===== src/hdl/gpt_pkg.sv =====
// constants and carrier types for the general pin port with timer output
// How it works
// - one control register for four pins, at data address 0x3C.
// - select bit 15 low (reset) leaves pin 3 a plain general pin.
// - select high drives timer pulse on pin 3, ignores its direction, reads back.
// - bits 14-12 and 7-4 are reserved, read as zero, writes ignored.
// - direction bits 11-8: zero input (reset), one output.
// - data bits 3-0 drive output pins; read the sampled level on inputs.
// - sampled pin 2 as input also feeds the branch condition.
// - timer pulse reaches pin 3 only while external select pin is low.
// - 16-bit down counter behind 4-bit prescaler, one step per output clock.
// - counter reaching zero raises timer interrupt and output pulse.
package gpt_pkg;
    localparam logic [15:0] GPT_CTRL_ADDR = 16'h003C;
    localparam int GPT_SEL_BIT = 15;
    localparam int GPT_DIR_LSB = 8;
    localparam int GPT_DAT_LSB = 0;
    localparam int GPT_NPINS = 4;
    localparam int GPT_TIMER_PIN = 3;
    localparam int GPT_BRANCH_PIN = 2;
    localparam logic GPT_SEL_RST = 1'h0;
    localparam logic [3:0] GPT_DIR_RST = 4'h0;
    localparam logic [3:0] GPT_DAT_RST = 4'h0;
    localparam logic [15:0] GPT_PERIOD_RST = 16'hFFFF;
    localparam logic [3:0] GPT_PRESCALE_RST = 4'h0;

    typedef struct packed {
        logic [15:0] addr;
        logic [15:0] wdata;
        logic wr;
        logic rd;
    } gpt_bus_req_t;

    typedef struct packed {
        logic [3:0] out;
        logic [3:0] oe;
    } gpt_pin_drive_t;
endpackage : gpt_pkg


===== src/hdl/gpt_timer.sv =====
// 16-bit down counter with 4-bit prescaler producing the timer pulse
`timescale 1ns/100ps
module gpt_timer #(
    parameter int CNT_W = 16,
    parameter int PSC_W = 4
) (
    input wire logic clk_i,
    input wire logic rst_i,
    input wire logic tick_i,
    input wire logic [CNT_W-1:0] period_i,
    input wire logic [PSC_W-1:0] prescale_i,
    output logic pulse_o
);
    logic [CNT_W-1:0] cnt_reg, cnt_next;
    logic [PSC_W-1:0] psc_reg, psc_next;
    logic pulse_reg, pulse_next;

    always_comb begin
        cnt_next = cnt_reg;
        psc_next = psc_reg;
        pulse_next = 1'b0;
        if (tick_i) begin
            if (psc_reg == '0) begin
                psc_next = prescale_i;
                if (cnt_reg == '0) begin
                    cnt_next = period_i;
                end else begin
                    cnt_next = cnt_reg - 1'b1;
                    pulse_next = (cnt_reg == {{(CNT_W-1){1'b0}}, 1'b1});
                end
            end else begin
                psc_next = psc_reg - 1'b1;
            end
        end
    end

    always_ff @(posedge clk_i) begin
        if (rst_i) begin
            cnt_reg <= gpt_pkg::GPT_PERIOD_RST;
            psc_reg <= gpt_pkg::GPT_PRESCALE_RST;
            pulse_reg <= 1'b0;
        end else begin
            cnt_reg <= cnt_next;
            psc_reg <= psc_next;
            pulse_reg <= pulse_next;
        end
    end

    assign pulse_o = pulse_reg;
endmodule : gpt_timer


===== src/hdl/gpt_port.sv =====
// four-pin general port with timer output mux and branch condition
`timescale 1ns/100ps
module gpt_port #(
    parameter int NPINS = 4,
    parameter logic [15:0] PERIOD = gpt_pkg::GPT_PERIOD_RST,
    parameter logic [3:0] PRESCALE = gpt_pkg::GPT_PRESCALE_RST
) (
    input wire logic clk_i,
    input wire logic rst_i,
    input wire gpt_pkg::gpt_bus_req_t bus_i,
    output logic [15:0] rdata_o,
    input wire logic tick_i,
    input wire logic [NPINS-1:0] pin_i,
    output logic [NPINS-1:0] pin_o,
    output logic [NPINS-1:0] pin_oe_o,
    input wire logic external_interface_select_pin_i,
    output logic branch_condition_input_o,
    output logic timer_irq_o
);
    logic timer_output_select_reg, timer_output_select_next;
    logic [NPINS-1:0] pin_direction_bit_reg, pin_direction_bit_next;
    logic [NPINS-1:0] pin_value_bit_reg, pin_value_bit_next;
    logic [NPINS-1:0] sync1_reg, sync2_reg;
    logic ext_sel_sync1_reg, ext_sel_sync2_reg;
    logic [15:0] rdata_reg, rdata_next;
    logic timer_pulse;
    logic timer_on_pin;
    logic hit;
    logic [NPINS-1:0] eff_oe, eff_out, readback;

    gpt_timer #(.CNT_W(16), .PSC_W(4)) u_timer (
        .clk_i(clk_i),
        .rst_i(rst_i),
        .tick_i(tick_i),
        .period_i(PERIOD),
        .prescale_i(PRESCALE),
        .pulse_o(timer_pulse)
    );

    assign timer_irq_o = timer_pulse;
    assign hit = (bus_i.addr == gpt_pkg::GPT_CTRL_ADDR);
    // timer owns pin 3 only in host-port mode
    assign timer_on_pin = timer_output_select_reg & ~ext_sel_sync2_reg;

    always_ff @(posedge clk_i) begin
        if (rst_i) begin
            sync1_reg <= '0;
            sync2_reg <= '0;
            ext_sel_sync1_reg <= 1'h0;
            ext_sel_sync2_reg <= 1'h0;
        end else begin
            sync1_reg <= pin_i;
            sync2_reg <= sync1_reg;
            ext_sel_sync1_reg <= external_interface_select_pin_i;
            ext_sel_sync2_reg <= ext_sel_sync1_reg;
        end
    end

    genvar g;
    generate
        for (g = 0; g < NPINS; g++) begin : g_pin
            if (g == gpt_pkg::GPT_TIMER_PIN) begin : g_tp
                always_comb begin
                    if (timer_output_select_reg) begin
                        eff_oe[g] = timer_on_pin;
                        eff_out[g] = timer_pulse;
                        readback[g] = timer_pulse & timer_on_pin;
                    end else begin
                        eff_oe[g] = pin_direction_bit_reg[g];
                        eff_out[g] = pin_value_bit_reg[g];
                        readback[g] = pin_direction_bit_reg[g] ? pin_value_bit_reg[g]
                                                               : sync2_reg[g];
                    end
                end
            end else begin : g_np
                always_comb begin
                    eff_oe[g] = pin_direction_bit_reg[g];
                    eff_out[g] = pin_value_bit_reg[g];
                    readback[g] = pin_direction_bit_reg[g] ? pin_value_bit_reg[g]
                                                           : sync2_reg[g];
                end
            end
        end
    endgenerate

    assign pin_o = eff_out;
    assign pin_oe_o = eff_oe;
    // branch sees the pin level while input, else driven level
    assign branch_condition_input_o = readback[gpt_pkg::GPT_BRANCH_PIN];

    always_comb begin
        timer_output_select_next = timer_output_select_reg;
        pin_direction_bit_next = pin_direction_bit_reg;
        pin_value_bit_next = pin_value_bit_reg;
        rdata_next = rdata_reg;
        if (bus_i.wr && hit) begin
            timer_output_select_next = bus_i.wdata[gpt_pkg::GPT_SEL_BIT];
            pin_direction_bit_next =
                bus_i.wdata[gpt_pkg::GPT_DIR_LSB +: NPINS];
            pin_value_bit_next = bus_i.wdata[gpt_pkg::GPT_DAT_LSB +: NPINS];
        end
        if (bus_i.rd) begin
            rdata_next = 16'h0000;
            if (hit) begin
                rdata_next[gpt_pkg::GPT_SEL_BIT] = timer_output_select_reg;
                rdata_next[gpt_pkg::GPT_DIR_LSB +: NPINS] = pin_direction_bit_reg;
                rdata_next[gpt_pkg::GPT_DAT_LSB +: NPINS] = readback;
            end
        end
    end

    always_ff @(posedge clk_i) begin
        if (rst_i) begin
            timer_output_select_reg <= gpt_pkg::GPT_SEL_RST;
            pin_direction_bit_reg <= gpt_pkg::GPT_DIR_RST;
            pin_value_bit_reg <= gpt_pkg::GPT_DAT_RST;
            rdata_reg <= 16'h0000;
        end else begin
            timer_output_select_reg <= timer_output_select_next;
            pin_direction_bit_reg <= pin_direction_bit_next;
            pin_value_bit_reg <= pin_value_bit_next;
            rdata_reg <= rdata_next;
        end
    end

    assign rdata_o = rdata_reg;
endmodule : gpt_port


===== config.mk =====
export PLATFORM = sky130hd
export DESIGN_NAME = gpt_port
export DESIGN_NICKNAME = d
export VERILOG_FILES = /design/src/hdl/gpt_pkg.sv /design/src/hdl/gpt_timer.sv /design/src/hdl/gpt_port.sv
export SDC_FILE = /design/constraint.sdc
export NUM_CORES = 1
export LEC_CHECK = 0
export BUFFER_PORTS_ARGS = -buffer_cell sky130_fd_sc_hd__buf_2
export CORE_MARGIN = 1.5
export CORE_UTILIZATION = 47
export CTS_BUF_LIST = sky130_fd_sc_hd__clkbuf_8 sky130_fd_sc_hd__clkbuf_16
export CTS_CLUSTER_SIZE = 16
export DETAILED_ROUTE_END_ITERATION = 10
export PLACE_DENSITY = 0.74
export SLEW_MARGIN = 20
export SYNTH_ARGS = -nofsm -noshare
export SYNTH_HDL_FRONTEND = slang
export SYNTH_SLANG_ARGS = --single-unit

===== constraint.sdc =====
create_clock -name clk_i -period 2 [get_ports clk_i]
set_input_delay 0.3 -clock clk_i [delete_from_list [all_inputs] [get_ports clk_i]]
set_output_delay 0.3 -clock clk_i [all_outputs]
set_load 0.005 [all_outputs]

======== Word level (Yosys, flattened, before mapping) ========
Cells that the tools add are included.
Widths: inputs -> output; s select.
storage, ports and cells
  word-level logic and storage cells ...... 37
  output and inout bits ................... 26
  input port bits ......................... 42
  bits in registers ....................... 49
cells by class
  equality and inequality tests ........... 2
  bitwise gates (word level) .............. 5
  add/subtract/negate cells ............... 2
  multiplexer cells ....................... 12
  reduce and logical (&&, ||, !) cells .... 5
operators with widths
  cell                   number
  $eq 16x1->1 const B    1
  $eq 16x6->1 const B    1
  $logic_not 16->1       1
  $mux 16                1
  $sub 16x1->16 const B  1
  $mux 4                 3
  $mux 1                 8
  $logic_not 4->1        1
  $reduce_or 4->1        1
  $sub 4x1->4 const B    1
  $not 1->1              3
  $and 1x1->1            2
  $reduce_and 2->1       1
  $logic_and 1x1->1      1

======== Logic depth before layout (Yosys ltp) ========
Gate-level depths: netlist (run 1).
  depth after elaboration ................. 5
  depth in mapped cells ................... 6
  gate-level depth less buffers ........... 6

======== Modules after synthesis ========
From an unflattened synthesis (run 1), not the netlist that was laid out.
unflattened totals
  cells, all modules ...................... 302
  area total of the unflattened synthesis .. 2577.5 sq um
modules (own cells, without submodules)
  module     seq. area each (sq um)  cells an instance  instances  area an instance (sq um)
  gpt_timer  420.4                   171                1          1347.5
  gpt_port   560.5                   131                1          1229.9

======== Worst setup path after synthesis (run 1) ========
Ideal clock, no wire load.
  path type ............................... register -> register
  start ................................... register u_timer.cnt_reg[7]
  end ..................................... register u_timer.cnt_reg[13]
  data arrival time ....................... 1.619 ns
  path buffers ............................ 0
  stages on the path, launching flop included .. 5
  setup slack ............................. 0.319 ns
  period minus slack after synthesis ...... 1.681 ns
  cells stage by stage .................... dfxtp_1 or4_4 or3_1 or3_1 nand3_1
on the way
  cells in the longest elaborated chain, start to end .. 2
  elaborated cells between the ends (all ways) .. 3
  those cells by class .................... add/sub (1); mux (1); reduce/logical (1)
ends and longest elaborated chain
  item                                                      RTL line                          source
  start, declared                                           gpt_timer.sv:14                   logic [CNT_W-1:0] cnt_reg, cnt_next;
  start signal, assigned                                    gpt_timer.sv:39                   cnt_reg <= gpt_pkg::GPT_PERIOD_RST;
  start signal, assigned                                    gpt_timer.sv:43                   cnt_reg <= cnt_next;
  $sub 16x1->16 / $logic_not 16->1 (equally long branches)  gpt_timer.sv:28, gpt_timer.sv:25
  $mux 16 *                                                 gpt_timer.sv:25                   if (cnt_reg == '0) begin
Mark *: on every way between the ends. The rest lies on a longest branch, timed or not.
A chain may end at the register's enable or synchronous reset.

======== Final worst setup path (run 1) ========
  start ................................... register u_timer.psc_reg[2]
  end ..................................... register u_timer.cnt_reg[9]
on the way
  cells in the longest elaborated chain, start to end .. 2
ends and longest elaborated chain
  item                        RTL line         source
  start, declared             gpt_timer.sv:15  logic [PSC_W-1:0] psc_reg, psc_next;
  start signal, assigned      gpt_timer.sv:40  psc_reg <= gpt_pkg::GPT_PRESCALE_RST;
  start signal, assigned      gpt_timer.sv:44  psc_reg <= psc_next;
  $logic_not 4->1             gpt_timer.sv:23  if (psc_reg == '0) begin
  $reduce_and 2->1 (no line)  n/a
Every way passes these cells.

==> results_dict.tcl, run 1 <==
set metrics [dict create \
    crit_chain "nor4_4 > nand4_1 > or4_1 > nand3_1" \
    fin_crit_ns 1.84 \
    max_stage_delay_ns 0.49 \
    synth_top_cell_by_area "dfxtp_1" \
    drt_wl_total_mm 4.11 \
    die_w_um 71.2 \
    setup_violations 0 \
    fin_cells 346 \
    fin_crit_sh_pct 92.0 \
    crit_required_ns 2.24 \
    drc 0 \
    grt_pass1_vias 1690 \
    postCtsHoldBufs 0 \
    hold_violations 0 \
    drive_gt1_share_pct 26.5 \
    synth_top_area_share_pct 44.9 \
    peakVddDrop_mv 0.432 \
    syn_inst 245 \
    fin_skew_ns 0.0101 \
    synth-edff-count 0 \
    async_reset_ff_share_pct 0 \
    layout_setup_ws_ns 0.161 \
    combPwrFrac_pct 6.1 \
    p_leak_nw 1.00 \
    gr-total-overflow 0 \
    ys.flop_type "dfxtp_1" \
    top_layer_used "met4" \
    avgRoutedWirePerCell_um 11.9 \
    routabilityCongestion 0.792 \
    crit_type "flop to flop" \
    tns_ns 0 \
    synth.area.top_cells "dfxtp_1 (45%), nand3_1 (6.0%), a21oi_1 (5.0%), buf_4 (4.5%), nor2b_1 (3.2%)" \
    place_inst 338 \
    drt_iter0_markers 120 \
    hold_depth 2 \
    synth.avg_cell_area_sq_um 8.91 \
    die_y_um 71.2 \
    clockPowerShare_pct 39.5 \
    clk_path_buf_depth 2 \
    drt-met1-wl_mm 1.91 \
    critPathTopFamily "simple AND/OR/NAND/NOR gates" \
    fmax_mhz 544 \
    largest_reg_flops 16 \
    slew_viol_final 0 \
    synth-seq-area-share_pct 44.9 \
    cts_tree "yes" \
    ys_ff_latch 49 \
    cts_root_buffer "clkbuf_8" \
    area_growth_pct 17.2 \
    htree_levels 2 \
    grt_pass1_wl_mm 7.18 \
    crit_fanout 8 \
    final_util_pct 58.0 \
    synth_area_sq_um 2180 \
    critPathLaunchType "flop" \
    drtAntennaViolNets 0 \
    grt.total_usage_pct 17.6 \
    rsz0062_at_grt "no" \
    dr_wl_met2_mm 1.95 \
    vias 1814 \
    place_ws_ns 0.181 \
    grt_max_degree 24 \
    core_sq_um 4410 \
    place_hpwl_mm 3.04 \
    io_buffers 53 \
    worstHoldPathType "input pin to flop" \
    maxCapViolCount 0 \
    worstSetupEndpointType "flop" \
    vias_per_cell 5.24 \
    cts_made_buffers 5 \
    post-cts-setup-buffer-count 0 \
    fin_nets 338 \
    clock-sinks 49 \
    crit_slowest_cell "or4_1" \
    cts_resized 0 \
    arrival_ns 2.08 \
    critPathBufInv 0 \
    reg2reg_depth 4 \
    wl_met3_um 152 \
    antenna_cells 0 \
    dieArea_sq_um 5060 \
    drt_pass1_iterations 4 \
    yosysWarnings 0 \
    path_depth 4 \
    synth.distinct_cells 42 \
    power.switching_uw 378 \
    io_pins 68 \
    start_util_pct 49.5 \
    status "finished, final reports clean" \
    p_seq_share_pct 54.4 \
    clock_latency_ns 0.30 \
    clk_pin_slew_ns 0.09 \
    intPower_mw 1.45 \
    fill_cells 412 \
    antenna_found_initial 0 \
    rows 24 \
    p_per_area_nw_per_um2 714 \
    swShare_pct 20.7 \
]
[cell usage after synthesis, types with 4 or more instances]
master	count
clkbuf_1	7
nand2_1	10
nand3_1	26
buf_4	13
xor2_1	7
nor2b_1	11
dfxtp_1	49
mux2_2	4
o21ai_0	13
nand2b_1	10
nor2_1	13
nand4_1	7
nor4_1	4
inv_1	4
a21oi_1	22
[cells by family after synthesis]
logic type | count (synthesis) | synth area share, %
simple gates | 109 | 29.4
compound gates | 42 | 10.8
flops | 49 | 44.9
other cells | 1 | 0.172
fa+ha+maj | 3 | 1.72
xor+xnor | 8 | 3.21
buf+inv | 28 | 7.22
mux | 5 | 2.52
[layout by cell type (no fill, tap or decap), drive strengths merged, types with 2 or more instances in the layout]
cell type / instances
nor3b: 2
nor2b: 11
and3: 2
nor3: 4
mux2: 4
nor4: 5
or3: 5
nand4: 7
conb: 7
o31ai: 2
a21oi: 22
nor2: 13
nand3: 26
or4: 3
nand2b: 10
buf: 59
nand3b: 3
nand2: 10
xor2: 7
ha: 3
nand4b: 2
dfxtp: 49
inv: 4
clkbuf: 6
nor4bb: 3
o21ai: 13
[power groups by stage]
stage                     Clock [mW]  Combinational, mW  Sequential (mW)
after detailed placement           0              0.113             1.02
after global routing           0.783              0.127            0.996
after CTS                      0.744              0.113            0.995
after global placement             0              0.111             1.02
after floorplan                    0             0.0752             1.02
final                          0.722              0.112            0.995
[per-stage QoR]
step	cell area [sq um]	hold slack [ns]	total power, mW
global route	2560	0.204	1.91
finish	2560	0.202	1.83
detailed placement	2440	0.420	1.13
global placement	2440	0.418	1.13
floorplan	2210	0.414	1.09
CTS	2560	0.196	1.85
[path summary, 6_finish.rpt]
path | startpoint | endpoint | slack (ns)
setup reg to reg | u_timer.psc_reg[2]$_SDFFE_PP0P_ | u_timer.cnt_reg[9]$_SDFFE_PP1P_ | 0.16
hold reg to reg | ext_sel_sync1_reg$_SDFF_PP0_ | ext_sel_sync2_reg$_SDFF_PP0_ | 0.44
hold / removal | pin_i[2] | sync1_reg[2]$_SDFF_PP0_ | 0.20
setup / recovery | u_timer.psc_reg[2]$_SDFFE_PP0P_ | u_timer.cnt_reg[9]$_SDFFE_PP1P_ | 0.16
[final cells by class]
type | count | area, sq um | area share [%]
Multi-Input combinational cell | 174 | 1070 | 41.7
Sequential cell | 49 | 981 | 38.3
Timing Repair Buffer | 59 | 310 | 12.1
Clock buffer | 6 | 82.6 | 3.23
Tap cell | 52 | 65.1 | 2.54
Clock inverter | 2 | 37.5 | 1.47
Inverter | 4 | 15.0 | 0.587
[layer usage]
metal  up-vias  track usage, %
li1        943               -
met1       829            22.3
met2        34            27.7
met3         8            5.13
met4         0            8.18
met5         -               0
Note: power is estimated with default switching activity, not from simulation.
==> inputs of run 2 (changes only) <==
RECOVER_POWER = 50   (was not set)
==> run 2 against run 1 <==
Against the previous run: die area did not move; fmax barely moved; core utilization fell by 0.40 points; worst setup slack barely moved; via count rose by 0.33%; power barely moved; routed wire length rose by 0.44%; final cell count did not move; critical path depth did not move.
==> results_dict.tcl, run 2 (synthesis gave the netlist of run 1 again) <==
set metrics [dict create \
    max_slew_margin_pct 39.2 \
    largest_reg_flops 16 \
    status "finished, final reports clean" \
    area_growth_pct 16.4 \
    worstSetupEndpointType "flop" \
    vias 1820 \
    clk_path_buf_depth 2 \
    worstHoldPathType "input pin to flop" \
    critPathLaunchType "flop" \
    avgRoutedWirePerCell_um 11.9 \
    postCtsHoldBufs 0 \
    place_ws_ns 0.181 \
    fin_crit_sh_pct 92.0 \
    hold_violations 0 \
    routabilityCongestion 0.792 \
    antenna_cells 0 \
    crit_fanout 8 \
    die_w_um 71.2 \
    drt_iter0_markers 101 \
    grt_pass1_wl_mm 7.18 \
    layout_commonest_cell "dfxtp_1" \
    holdWs_ns 0.202 \
    p_per_area_nw_per_um2 719 \
    antenna_found_initial 0 \
    drtAntennaViolNets 0 \
    drt_pass1_iterations 4 \
    drc 0 \
    postPlaceCellArea_sq_um 2440 \
    drive_gt1_share_pct 23.1 \
    clk_pin_slew_ns 0.09 \
    gr-total-overflow 0 \
    cts_made_buffers 5 \
    core_sq_um 4410 \
    die_y_um 71.2 \
    dieArea_sq_um 5060 \
    fin_nets 338 \
    rsz0062_at_grt "no" \
    setup_violations 0 \
    power_mw 1.83 \
    rows 24 \
    drt_wl_total_mm 4.12 \
    start_util_pct 49.5 \
    grt_max_degree 24 \
    htree_levels 2 \
    layout_common_cells "dfxtp_1 (49), buf_2 (45), nand3_1 (26), a21oi_1 (22)" \
    crit_type "flop to flop" \
    design_area_sq_um 2540 \
    arrival_ns 2.08 \
    tns_ns 0 \
    clock-sinks 49 \
    fin_skew_ns 0.00989 \
    cts_root_buffer "clkbuf_8" \
    io_pins 68 \
    final_util_pct 57.6 \
    grt_pass1_vias 1690 \
    clock_latency_ns 0.30 \
    io_buffers 53 \
    maxCapViolCount 0 \
    fin_crit_ns 1.84 \
    post-cts-setup-buffer-count 0 \
    worst_pin_slew_ns 0.912 \
    place_inst 338 \
    grt.total_usage_pct 17.6 \
    slew_viol_final 0 \
    peakVddDrop_mv 0.432 \
    cts_tree "yes" \
    fmax_mhz 544 \
    p_leak_nw 0.963 \
    place_hpwl_mm 3.04 \
    fin_cells 346 \
    layout_setup_ws_ns 0.160 \
    vias_per_cell 5.26 \
    fill_cells 416 \
    cts_resized 0 \
    crit_required_ns 2.24 \
]
run 2: changes by cell type in the layout (fill, tap and decap cells not counted), sizes merged:
cell and change:
clkbuf +10, buf -10
run 2: layout make-up:
class | count | area (sq um) | share of cell area [%]
inverter | 4 | 15.0 | 0.591
tap | 52 | 65.1 | 2.56
clock inverter | 2 | 37.5 | 1.48
sequential | 49 | 981 | 38.6
clock buffer | 6 | 82.6 | 3.25
timing repair buffer | 59 | 293 | 11.5
multi-input combinational | 174 | 1070 | 42.0
run 2: metal layers:
metal,wire length [um],vias to the layer above,global-route usage [%]
met5,0,-,0
met4,92,0,8.18
met3,154,8,5.13
met2,1930,32,27.7
met1,1940,837,22.3
li1,-,943,-
run 2: path summary, 6_finish.rpt:
path / from / end / slack (ns) / cells past startpoint
max reg2reg: u_timer.psc_reg[2]$_SDFFE_PP0P_ / u_timer.cnt_reg[9]$_SDFFE_PP1P_ / 0.16 / 4
min reg2reg: ext_sel_sync1_reg$_SDFF_PP0_ / ext_sel_sync2_reg$_SDFF_PP0_ / 0.44 / 1
max: u_timer.psc_reg[2]$_SDFFE_PP0P_ / u_timer.cnt_reg[9]$_SDFFE_PP1P_ / 0.16 / 4
min: pin_i[2] / sync1_reg[2]$_SDFF_PP0_ / 0.20 / 2
run 2: worst max-delay path: stages, from the launching register on:
cell,delay [ns]
dfxtp_1,0.38
nor4_4,0.48
nand4_1,0.34
or4_1,0.49
nand3_1,0.10
run 2: power by group:
part	total, mW	switching [mW]	internal, mW	leakage, nW
sequential	0.995	0.00598	0.989	0.398
clock	0.721	0.315	0.406	0.0574
combinational	0.111	0.0572	0.0535	0.508
total	1.83	0.378	1.45	0.963
==> inputs of run 3 (changes only) <==
BUFFER_PORTS_ARGS = not set   (was -buffer_cell sky130_fd_sc_hd__buf_2)
DONT_BUFFER_PORTS = 1   (was not set)
PLACE_DENSITY = not set   (was 0.74)
TNS_END_PERCENT = 100   (was not set)
==> run 3 against run 2 <==
Against the previous run: final cell count is 16% lower; die area is the same; flip-flop and latch count unchanged; routed wire length fell by 5.6%; critical endpoint is now u_timer.cnt_reg[11]$_SDFFE_PP1P_.
==> results_dict.tcl, run 3 (synthesis gave the netlist of run 1 again) <==
set metrics [dict create \
    status "finished, final reports clean" \
    dr_wl_met2_mm 1.87 \
    io_buffers 0 \
    multi_input_area_sq_um 1070 \
    drt_pass1_iterations 4 \
    crit_required_ns 2.24 \
    cts_made_buffers 5 \
    rows 24 \
    drc 0 \
    drt-met1-wl_mm 1.79 \
    grt_max_degree 38 \
    grt_pass1_vias 1446 \
    gr-total-overflow 0 \
    regArea_sq_um 981 \
    worstSetupEndpointType "flop" \
    drive_gt1_share_pct 9.58 \
    fin_nets 284 \
    layout_commonest_cell "dfxtp_1" \
    peakVddDrop_mv 0.511 \
    design_area_sq_um 2250 \
    cts_tree "yes" \
    core_sq_um 4410 \
    crit_fanout 8 \
    place_hpwl_mm 2.72 \
    layout_common_cells "dfxtp_1 (49), nand3_1 (26), a21oi_1 (22), nor2_1 (13), o21ai_0 (13)" \
    p_leak_nw 0.747 \
    rsz0062_at_grt "no" \
    drtAntennaViolNets 0 \
    hold_violations 0 \
    fill_cells 431 \
    die_w_um 71.2 \
    arrival_ns 2.04 \
    grt_pass1_wl_mm 6.44 \
    drt_iter0_markers 63 \
    htree_levels 2 \
    start_util_pct 49.5 \
    die_y_um 71.2 \
    clock_latency_ns 0.30 \
    area_growth_pct 3.21 \
    place_ws_ns 0.213 \
    critPathLaunchType "flop" \
    tns_ns 0 \
    max_slew_margin_pct 52.5 \
    avgRoutedWirePerCell_um 13.3 \
    layout_setup_ws_ns 0.204 \
    worst_pin_slew_ns 0.713 \
    fin_crit_ns 1.80 \
    fin_skew_ns 0.0118 \
    slew_viol_final 0 \
    clk_pin_slew_ns 0.10 \
    postCtsHoldBufs 0 \
    post-cts-setup-buffer-count 0 \
    fmax_mhz 557 \
    postPlaceCellArea_sq_um 2170 \
    grt.total_usage_pct 15.7 \
    dieArea_sq_um 5060 \
    cts_root_buffer "clkbuf_8" \
    vias_per_cell 5.51 \
    vias 1610 \
    cts_resized 0 \
    fin_crit_sh_pct 89.8 \
    clk_path_buf_depth 2 \
    worstHoldPathType "input pin to flop" \
    crit_type "flop to flop" \
    io_pins 68 \
    routabilityCongestion 0.744 \
    wl_met3_um 203 \
    clock-sinks 49 \
    top_layer_used "met4" \
    antenna_found_initial 0 \
    antenna_cells 0 \
    maxCapViolCount 0 \
    largest_reg_flops 16 \
    drt_wl_total_mm 3.89 \
    p_per_area_nw_per_um2 728 \
    setup_violations 0 \
]
-- run 3: cell count changes in the layout (fill, tap and decap cells not counted), sizes merged --
cell / change
buf: -45
clkinv: +3
bufinv: -1
clkbuf: -10
clkinvlp: -1
-- run 3: worst max-delay path: stages, from the launching register on --
cell and delay (ns):
dfxtp_1 0.37, nor4_4 0.48, nand4_1 0.32, or3_2 0.49, nand3_1 0.08
-- run 3: final timing paths --
| path | startpoint | end | slack (ns) | cells past startpoint |
|---|---|---|---|---|
| setup reg to reg | u_timer.psc_reg[2]$_SDFFE_PP0P_ | u_timer.cnt_reg[11]$_SDFFE_PP1P_ | 0.20 | 4 |
| hold / removal | rst_i | rdata_o[1]$_SDFFE_PP0P_ | 0.05 | 1 |
| setup / recovery | u_timer.psc_reg[2]$_SDFFE_PP0P_ | u_timer.cnt_reg[11]$_SDFFE_PP1P_ | 0.20 | 4 |
| hold reg to reg | sync1_reg[1]$_SDFF_PP0_ | sync2_reg[1]$_SDFF_PP0_ | 0.43 | 1 |
-- run 3: cell type report --
type	instances	share of cell area, %
inverter	4	0.666
sequential	49	43.5
timing repair buffer	5	1.50
multi-input combinational	174	47.4
clock buffer	5	3.05
clock inverter	3	0.999
tap	52	2.89
-- run 3: per-stage QoR --
stage	cells	total power, mW	util, %	hold WS, ns
after global routing	292	1.71	51.0	0.0249
final	292	1.64	51.0	0.0523
after detailed placement	284	1.08	49.1	0.374
after CTS	292	1.66	51.1	0.0405
after global placement	284	1.08	49.1	0.373
after floorplan	251	1.09	-	0.414
-- run 3: layer usage --
layer	track usage, %	up-vias
li1	-	835
met1	19.1	724
met2	25.8	49
met3	5.98	2
met4	5.03	0
met5	0	-
-- run 3: where the power goes --
part | internal [mW] | leakage (nW) | switching (mW)
sequential | 0.989 | 0.398 | 0.00582
clock | 0.248 | 0.0481 | 0.335
combinational | 0.0305 | 0.301 | 0.0321
